File: config.mk
export PLATFORM = sky130hd
export DESIGN_NAME = pic_ctrl
export DESIGN_NICKNAME = d
export VERILOG_FILES = /design/src/pic_pkg.sv /design/src/pic_sense_if.sv /design/src/pic_line_sense.sv /design/src/pic_ctrl.sv
export VERILOG_INCLUDE_DIRS = /design/src
export SDC_FILE = /design/constraint.sdc
export NUM_CORES = 1
export LEC_CHECK = 0
export ABC_AREA = 1
export CAP_MARGIN = 10
export CORE_ASPECT_RATIO = 1.25
export CORE_MARGIN = 8
export CORE_UTILIZATION = 43
export DETAILED_ROUTE_END_ITERATION = 10
export DONT_BUFFER_PORTS = 1
export PLACE_DENSITY_LB_ADDON = 0.05
export SKIP_CTS_REPAIR_TIMING = 1
export SLEW_MARGIN = 5
export SYNTH_ARGS = -nofsm -noshare
export SYNTH_HDL_FRONTEND = slang
export SYNTH_SLANG_ARGS = --single-unit
File: constraint.sdc
create_clock -name aclk -period 2.5 [get_ports aclk]
set_input_delay 0.125 -clock aclk [delete_from_list [all_inputs] [get_ports aclk]]
set_output_delay 0.125 -clock aclk [all_outputs]
set_load 0.02 [all_outputs]
File: src/pic_defines.svh
// register offsets, field positions, reset values and widths of the interrupt controller
`ifndef PIC_DEFINES_SVH
`define PIC_DEFINES_SVH
`define PIC_NLINE 8
`define PIC_NSRC 16
`define PIC_OFF_ENABLE 8'h00
`define PIC_OFF_PEND 8'h04
`define PIC_OFF_SENSE 8'h08
`define PIC_OFF_PRIO_A 8'h0C
`define PIC_OFF_PRIO_B 8'h10
`define PIC_OFF_SYSCTL 8'h14
`define PIC_OFF_CCR 8'h18
`define PIC_OFF_STATUS 8'h1C
`define PIC_OFF_MASK 8'h20
`define PIC_OFF_CURRENT 8'h24
`define PIC_CCR_I_BIT 7
`define PIC_CCR_UI_BIT 6
`define PIC_SYS_UE_BIT 0
`define PIC_CUR_VALID_BIT 8
`define PIC_RST_ENABLE 8'h00
`define PIC_RST_SENSE 8'h00
`define PIC_RST_PRIO 8'h00
`define PIC_RST_CCR 8'h80
`define PIC_RST_SYSCTL 8'h01
`define PIC_ST_EDGE 0
`define PIC_ST_PRESENT 1
`define PIC_RESP_OKAY 2'h0
`define PIC_RESP_SLVERR 2'h2
`endif

File: src/pic_pkg.sv
// types shared by the interrupt controller modules
package pic_pkg;
   typedef logic [7:0] pic_byte_t;
   typedef logic [3:0] pic_src_t;
   typedef logic [15:0] pic_vec_t;
endpackage

File: src/pic_sense_if.sv
// carrier between the register side and the external line sense logic
`timescale 1ns/100ps
interface pic_sense_if;
   logic [7:0] sense_edge;
   logic [7:0] pend;
   logic [7:0] clr_mask;
   logic clr_we;
   logic [7:0] accept_clr;
   logic standby_clr;
   logic [7:0] line_low;
   modport ctl (output sense_edge, output clr_mask, output clr_we, output accept_clr,
                output standby_clr, input pend, input line_low);
   modport sen (input sense_edge, input clr_mask, input clr_we, input accept_clr,
                input standby_clr, output pend, output line_low);
endinterface

File: src/pic_line_sense.sv
// synchronisers, sense detection and pending flags of the external request lines
`timescale 1ns/100ps
`include "pic_defines.svh"
module pic_line_sense (
   // clock and reset
   input wire logic aclk,
   input wire logic aresetn,
   // pins
   input wire logic [7:0] external_request_line_n,
   // register side
   pic_sense_if.sen sif
);
   import pic_pkg::*;

   logic [7:0] sync1_r;
   logic [7:0] sync2_r;
   logic [7:0] prev_r;
   logic [7:0] pend_r;

   always_ff @(posedge aclk) begin
      if (!aresetn) begin
         sync1_r <= 8'hFF;
         sync2_r <= 8'hFF;
         prev_r <= 8'hFF;
      end else begin
         sync1_r <= external_request_line_n;
         sync2_r <= sync1_r;
         prev_r <= sync2_r;
      end
   end

   // ==========================================================
   // pending flags
   genvar k;
   generate
      for (k = 0; k < `PIC_NLINE; k = k + 1) begin : g_line
         logic hit;
         // no glitch filter
         // a slow edge may bounce through the synchroniser and set the flag repeatedly
         assign hit = sif.sense_edge[k] ? (prev_r[k] & ~sync2_r[k]) : ~sync2_r[k];
         // flag ignores enable
         always_ff @(posedge aclk) begin
            if (!aresetn) begin
               pend_r[k] <= 1'b0;
            end else if (hit) begin
               pend_r[k] <= 1'b1;
            end else if (sif.standby_clr || sif.accept_clr[k]
                         || (sif.clr_we && !sif.clr_mask[k])) begin
               pend_r[k] <= 1'b0;
            end
         end

      end
   endgenerate

   assign sif.pend = pend_r;
   assign sif.line_low = ~sync2_r;
endmodule

File: src/pic_ctrl.sv
// priority interrupt controller with an AXI4-Lite register slave
`timescale 1ns/100ps
`include "pic_defines.svh"
// Notes on behaviour
// slow edges may raise several requests
// enable clear acts at instruction end
// requests during clearing instruction are dropped
// held flag accepted once enable set
// masking state admits priority-one sources only
// zero priority bit masks that source
// standby exit clears all enable bits
// held level accepted after enable set
// user mask is condition code bit 6
// flag set by sense, independent of enable
// highest pending request sampled at boundaries
module pic_ctrl (
   // clock and reset
   input wire logic aclk,
   input wire logic aresetn,
   // axi4-lite write
   input wire logic [7:0] s_axi_awaddr,
   input wire logic s_axi_awvalid,
   output logic s_axi_awready,
   input wire logic [31:0] s_axi_wdata,
   input wire logic [3:0] s_axi_wstrb,
   input wire logic s_axi_wvalid,
   output logic s_axi_wready,
   output logic [1:0] s_axi_bresp,
   output logic s_axi_bvalid,
   input wire logic s_axi_bready,
   // axi4-lite read
   input wire logic [7:0] s_axi_araddr,
   input wire logic s_axi_arvalid,
   output logic s_axi_arready,
   output logic [31:0] s_axi_rdata,
   output logic [1:0] s_axi_rresp,
   output logic s_axi_rvalid,
   input wire logic s_axi_rready,
   // request sources
   input wire logic [7:0] external_request_line_n,
   input wire logic [7:0] periph_req,
   input wire logic hw_standby,
   // cpu core
   input wire logic cpu_insn_end,
   input wire logic cpu_accept,
   output logic cpu_req_valid,
   output pic_pkg::pic_src_t cpu_req_id,
   // interrupt
   output logic irq
);
   import pic_pkg::*;

   pic_sense_if sif ();

   pic_line_sense u_sense (
      .aclk(aclk),
      .aresetn(aresetn),
      .external_request_line_n(external_request_line_n),
      .sif(sif)
   );

   pic_byte_t request_enable_register_r;
   pic_byte_t sense_control_register_r;
   pic_byte_t priority_register_a_r;
   pic_byte_t priority_register_b_r;
   pic_byte_t system_control_register_r;
   pic_byte_t condition_code_register_r;
   logic [1:0] status_r;
   logic [1:0] mask_r;
   logic req_valid_r;
   pic_src_t req_id_r;
   logic irq_r;
   logic stb_s1_r;
   logic stb_s2_r;
   logic stb_prev_r;
   logic awready_r;
   logic bvalid_r;
   logic [1:0] bresp_r;
   logic arready_r;
   logic rvalid_r;
   logic [31:0] rdata_r;
   logic [1:0] rresp_r;

   // ==========================================================
   // helpers
   function automatic logic reg_known(input logic [7:0] a);
      reg_known = (a <= `PIC_OFF_CURRENT) && (a[1:0] == 2'h0);
   endfunction

   // mask decode
   function automatic logic mask_open(input logic prio, input pic_byte_t condition_code_register,
                                      input logic ue);
      logic i_bit;
      logic ui_bit;
      i_bit = condition_code_register[`PIC_CCR_I_BIT];
      ui_bit = condition_code_register[`PIC_CCR_UI_BIT];
      if (!i_bit) begin
         mask_open = 1'b1;
      end else if (!ue && !ui_bit) begin
         mask_open = prio;
      end else begin
         mask_open = 1'b0;
      end
   endfunction

   // ==========================================================
   // bus handshake
   logic wr_go;
   logic rd_go;
   logic standby_exit;
   logic [7:0] wd;
   assign wr_go = awready_r && s_axi_awvalid && s_axi_wvalid;
   assign rd_go = arready_r && s_axi_arvalid;
   assign wd = s_axi_wdata[7:0];
   // standby release edge
   assign standby_exit = stb_prev_r && !stb_s2_r;

   // address and data are taken together; one outstanding transfer per direction
   always_ff @(posedge aclk) begin
      if (!aresetn) begin
         awready_r <= 1'b0;
         bvalid_r <= 1'b0;
         bresp_r <= `PIC_RESP_OKAY;
      end else begin
         awready_r <= s_axi_awvalid && s_axi_wvalid && !awready_r && !bvalid_r;
         if (wr_go) begin
            bvalid_r <= 1'b1;
            bresp_r <= reg_known(s_axi_awaddr) ? `PIC_RESP_OKAY : `PIC_RESP_SLVERR;
         end else if (s_axi_bready) begin
            bvalid_r <= 1'b0;
         end
      end
   end

   always_ff @(posedge aclk) begin
      if (!aresetn) begin
         stb_s1_r <= 1'b0;
         stb_s2_r <= 1'b0;
         stb_prev_r <= 1'b0;
      end else begin
         stb_s1_r <= hw_standby;
         stb_s2_r <= stb_s1_r;
         stb_prev_r <= stb_s2_r;
      end
   end

   // ==========================================================
   // control registers
   always_ff @(posedge aclk) begin
      if (!aresetn) begin
         request_enable_register_r <= `PIC_RST_ENABLE;
         sense_control_register_r <= `PIC_RST_SENSE;
         priority_register_a_r <= `PIC_RST_PRIO;
         priority_register_b_r <= `PIC_RST_PRIO;
         system_control_register_r <= `PIC_RST_SYSCTL;
         condition_code_register_r <= `PIC_RST_CCR;
         mask_r <= 2'h0;
      end else if (standby_exit) begin
         // enables reinitialised
         request_enable_register_r <= `PIC_RST_ENABLE;
      end else if (wr_go && s_axi_wstrb[0]) begin
         case (s_axi_awaddr)
            `PIC_OFF_ENABLE: request_enable_register_r <= wd;
            `PIC_OFF_SENSE: sense_control_register_r <= wd;
            // zero bit masks
            `PIC_OFF_PRIO_A: priority_register_a_r <= wd;
            `PIC_OFF_PRIO_B: priority_register_b_r <= wd;
            `PIC_OFF_SYSCTL: system_control_register_r <= wd;
            // user mask at bit 6
            `PIC_OFF_CCR: condition_code_register_r <= wd;
            `PIC_OFF_MASK: mask_r <= wd[1:0];
            default: mask_r <= mask_r;
         endcase
      end
   end

   assign sif.sense_edge = sense_control_register_r;
   assign sif.clr_mask = wd;
   assign sif.clr_we = wr_go && s_axi_wstrb[0] && (s_axi_awaddr == `PIC_OFF_PEND);
   assign sif.standby_clr = standby_exit;
   assign sif.accept_clr = (cpu_accept && req_valid_r && !req_id_r[3])
                           ? (sense_control_register_r & (8'h01 << req_id_r[2:0])) : 8'h00;

   // ==========================================================
   // request selection
   pic_vec_t cand;
   pic_vec_t prio;
   pic_src_t pick_id;
   logic pick_any;
   always_comb begin
      // gated by the enable only when sampled at the boundary
      cand = {periph_req, sif.pend & request_enable_register_r};
      prio = {priority_register_b_r, priority_register_a_r};
      pick_any = 1'b0;
      pick_id = 4'h0;
      // priority-one group first, lowest index wins
      for (int g = 1; g >= 0; g--) begin
         for (int k = `PIC_NSRC - 1; k >= 0; k--) begin
            if (cand[k] && prio[k] == g[0] && !pick_any
                && mask_open(prio[k], condition_code_register_r,
                             system_control_register_r[`PIC_SYS_UE_BIT])) begin
               pick_id = 4'(k);
            end
         end
         for (int k = 0; k < `PIC_NSRC; k++) begin
            if (cand[k] && prio[k] == g[0]
                && mask_open(prio[k], condition_code_register_r,
                             system_control_register_r[`PIC_SYS_UE_BIT])) begin
               pick_any = 1'b1;
            end
         end
      end
   end

   // sampling only at instruction end drops requests of a disabled source
   always_ff @(posedge aclk) begin
      if (!aresetn) begin
         req_valid_r <= 1'b0;
         req_id_r <= 4'h0;
      end else if (standby_exit) begin
         req_valid_r <= 1'b0;
      end else if (cpu_insn_end) begin
         // held flag taken here
         // held level taken here
         req_valid_r <= pick_any;
         req_id_r <= pick_id;
      end else if (cpu_accept) begin
         req_valid_r <= 1'b0;
      end
   end

   // ==========================================================
   // read path and event status
   logic [31:0] rd_val;
   always_comb begin
      rd_val = 32'h0;
      case (s_axi_araddr)
         `PIC_OFF_ENABLE: rd_val[7:0] = request_enable_register_r;
         `PIC_OFF_PEND: rd_val[7:0] = sif.pend;
         `PIC_OFF_SENSE: rd_val[7:0] = sense_control_register_r;
         `PIC_OFF_PRIO_A: rd_val[7:0] = priority_register_a_r;
         `PIC_OFF_PRIO_B: rd_val[7:0] = priority_register_b_r;
         `PIC_OFF_SYSCTL: rd_val[7:0] = system_control_register_r;
         `PIC_OFF_CCR: rd_val[7:0] = condition_code_register_r;
         `PIC_OFF_STATUS: rd_val[1:0] = status_r;
         `PIC_OFF_MASK: rd_val[1:0] = mask_r;
         `PIC_OFF_CURRENT: rd_val[8:0] = {req_valid_r, 4'h0, req_id_r};
         default: rd_val = 32'h0;
      endcase
   end

   always_ff @(posedge aclk) begin
      if (!aresetn) begin
         arready_r <= 1'b0;
         rvalid_r <= 1'b0;
         rdata_r <= 32'h0;
         rresp_r <= `PIC_RESP_OKAY;
      end else begin
         arready_r <= s_axi_arvalid && !arready_r && !rvalid_r;
         if (rd_go) begin
            rvalid_r <= 1'b1;
            rdata_r <= rd_val;
            rresp_r <= reg_known(s_axi_araddr) ? `PIC_RESP_OKAY : `PIC_RESP_SLVERR;
         end else if (s_axi_rready) begin
            rvalid_r <= 1'b0;
         end
      end
   end

   // a new event in the clearing read cycle survives the clear
   logic [1:0] ev;
   logic [7:0] low_prev_r;
   assign ev = {cpu_insn_end && pick_any, |(sif.line_low & ~low_prev_r)};
   always_ff @(posedge aclk) begin
      if (!aresetn) begin
         status_r <= 2'h0;
         irq_r <= 1'b0;
         low_prev_r <= 8'h00;
      end else begin
         low_prev_r <= sif.line_low;
         status_r <= ((rd_go && s_axi_araddr == `PIC_OFF_STATUS) ? 2'h0 : status_r) | ev;
         irq_r <= |(status_r & mask_r);
      end
   end

   assign s_axi_awready = awready_r;
   assign s_axi_wready = awready_r;
   assign s_axi_bvalid = bvalid_r;
   assign s_axi_bresp = bresp_r;
   assign s_axi_arready = arready_r;
   assign s_axi_rvalid = rvalid_r;
   assign s_axi_rdata = rdata_r;
   assign s_axi_rresp = rresp_r;
   assign cpu_req_valid = req_valid_r;
   assign cpu_req_id = req_id_r;
   assign irq = irq_r;

   logic open_all;
   assign open_all = !condition_code_register_r[`PIC_CCR_I_BIT];
endmodule

==> metrics.txt <==
post-synthesis cell count approximately 750; Crit. End Element flip-flop; initial antenna violation count 0; Critical-path top delay cell dfxtp_4; final setup fails 0; port bufs 0; hold wc startpoint cpu_insn_end; H-Tree Depth 4; max-slew violations 0; clk slew on worst S/H paths about 60 ps; CTS max path bufs 2; Die H 141 µm; Final Wtd Congestion around 0.9; Mapped Area approximately 0.0054 mm²; failing checks negative hold slack; proportion of power drawn by flip-flops and latches 0.434; Worst Hold Depth 3; LEAKAGE ~2.7 nW; Yosys reg bits 116; post-layout util 0.535; fin nets 886; number of synthesized flops with an enable pin 0; register area share after synthesis 0.433; combinational power share 0.049; leading post-synthesis cells by cell area dfxtp_1, nand2_1, o21ai_0, inv_1, a21oi_1; most frequent cell on the critical path nand2_1; Final min period roughly 2500 ps; starting density of the core 0.441; Remaining Overflow, GRT 0; worst hold path type input port to flip-flop; arrival time worst endpoint 2810 ps; clock insertion delay at the later pin of the skew report 410 ps; area leader, netlist dfxtp_1; slowest stage delay, CP 370 ps; Yosys warning total 0; I/O Pins ~130; DRT Pass-1 Iters 5; Worst Hold End cpu_req_id[2]; total power around 4.4 mW; sum of negative setup slack 0 ps; R2R depth 25; largest net degree at the start of global routing a little over 50; core area between 0.01 and 0.015 mm²; clock share of power 0.516; routed via count 5,164; VDD IR-drop max 0.399 mV; share of the synthesized area in the top cell type 0.433; Max Fanout on Critical Path 7; WL per Instance 17.7 µm; post-route ant nets 0; Final Hold Violating Endpoints 2; clk sinks about 120; cell count along the critical path 25; Peak Freq just over 400 MHz; Post-route DRC 0; Pint about 3.3 mW; worst relative slew slack 0.355; Async SR Flop Fraction 0; Crit path max-delay family simple AND/OR/NAND/NOR gates; row count 45; Max-cap violations 0; Die X around 120 µm; Reg2Reg Capture Point cpu_req_id[0]; Worst-Margin Slew a little under 1000 ps; sw frac 0.237; die area roughly 0.016 mm²; vias in the first global route ~4,900; HPWL Detailed about 13 mm; Clock Skew a little over 7 ps; vias per cell 5.25; main flop type after synthesis dfxtp_1; Diodes inserted 0; reg2reg start system_control_register_r[0]; Critical Path RT roughly 2900 ps; post-synth cell types 32; Total Wirelength 17.4 mm; PD cells just under 700 mW/mm²; outcome finished with violations; first-pass GRT wire length 26.6 mm; CTS Buf Count 17; CP Buf/Inv Count 4; CTS tree built; DR iter-0 viols about 360; Net Switching ~1.0 mW; Critical Setup Path Class flip-flop to flip-flop; total track usage 0.214; WHS -1.36 ps; RSZ-0062 raised after global routing yes; Mean Syn Cell Area 7.11 µm²; CP Launch Type flip-flop; share of layout cells above drive strength 1 0.106; post-route clock period utilization 0.985; root buffer cell clkbuf_16; Reg2Reg Setup Slack about 36 ps; synthesis-to-finish area growth 21.3%
-- power groups by stage --
| stage | combinational [mW] | sequential (mW) | clock [mW] |
|---|---|---|---|
| after floorplan | 0.158 | 1.94 | 0 |
| after global placement | 0.147 | 1.95 | 0 |
| after detailed placement | 0.150 | 1.95 | 0 |
| after CTS | 0.150 | 1.91 | 2.30 |
| after global routing | 0.237 | 1.91 | 2.39 |
| final | 0.217 | 1.91 | 2.27 |
-- tightest hold or removal path, cell delays in order --
cell,delay [ps]
nand2_1,90
nand2_1,80
a21oi_1,60
-- routing by layer --
metal / GRT usage / routed length [µm] / up-vias
li1: - / - / 2571
met1: 0.249 / 7230 / 2392
met2: 0.363 / 8630 / 174
met3: 0.0504 / 1110 / 27
met4: 0.0910 / 417 / 0
met5: 0 / 0 / -
-- area by class of cell --
cell class	count	area, µm²
well taps	164	205
multi-input cells	504	2460
repair buffers	57	534
inverters	112	420
flip-flops and latches	116	2330
clock inverters	11	106
clock buffers	20	447
fillers	1232	5660
-- state kept, by name, indices dropped and copies added (netlist names), 2 cells and up --
signal and flops:
s_axi_rdata 9, condition_code_register_r 8, low_prev_r 8, priority_register_a_r 8
priority_register_b_r 8, request_enable_register_r 8, sense_control_register_r 8, system_control_register_r 8
u_sense.prev_r 8, u_sense.sif.pend 8, u_sense.sync1_r 8, u_sense.sync2_r 8
cpu_req_id 4, mask_r 2, status_r 2
-- per-stage QoR --
stage	cells	setup WS, ps	hold WS, ps	area [µm²]
after detailed placement	915	-49.1	234	5530
final	984	36.5	-1.36	6500
after global placement	915	-15.0	227	5530
after floorplan	778	384	223	5450
after CTS	946	-53.4	-194	6080
after global routing	984	-256	19.9	6500
-- cell families (layout without fill, tap and decap cells) --
| kind of cell | Yosys count | in the layout | share of synthesized area |
|---|---|---|---|
| flops | 116 | 116 | 0.433 |
| compound gates | 202 | 202 | 0.208 |
| other cells | 1 | 25 | 0.000699 |
| simple gates | 277 | 277 | 0.229 |
| buf+inv | 158 | 200 | 0.129 |
-- worst max path at each step --
stage,end,slack [ps],startpoint
after floorplan,cpu_req_id[0],380,condition_code_register_r[7]
after global placement,cpu_req_id[0],-10,system_control_register_r[0]
after detailed placement,cpu_req_id[0],-50,system_control_register_r[0]
after CTS,cpu_req_id[0],-50,system_control_register_r[0]
after global routing,cpu_req_id[0],-260,system_control_register_r[0]
final,cpu_req_id[0],40,system_control_register_r[0]
-- synth_stat cells, types with 2 or more instances --
cell type and n:
o22ai_1 15, clkbuf_1 19, o21ai_0 86, inv_1 108
or2_2 16, o211ai_1 3, dfxtp_1 116, nor4_1 5
nand2_1 139, a31oi_1 6, a21oi_1 71, o41ai_1 4
nor2_4 2, nor3_1 27, o2111ai_1 10, buf_4 26
nor2_1 41, and2_1 4, inv_2 3, o221ai_1 2
nand3_1 28, nand4_1 12, o31ai_1 2
-- placed cells by master (no fill, tap or decap), types with 5 or more instances in the layout --
| master | synthesis | routed |
|---|---|---|
| nand2_1 | 139 | 138 |
| dfxtp_1 | 116 | 113 |
| inv_1 | 108 | 108 |
| o21ai_0 | 86 | 86 |
| a21oi_1 | 71 | 70 |
| nor2_1 | 41 | 40 |
| dlygate4sd3_1 | 0 | 31 |
| nand3_1 | 28 | 27 |
| nor3_1 | 27 | 26 |
| conb_1 | 1 | 25 |
| buf_4 | 26 | 23 |
| clkbuf_16 | 0 | 17 |
| or2_2 | 16 | 16 |
| o22ai_1 | 15 | 15 |
| nand4_1 | 12 | 12 |
| o2111ai_1 | 10 | 10 |
| a31oi_1 | 6 | 6 |
| nor4_1 | 5 | 5 |
No activity file was read; power rests on OpenSTA's default activity.
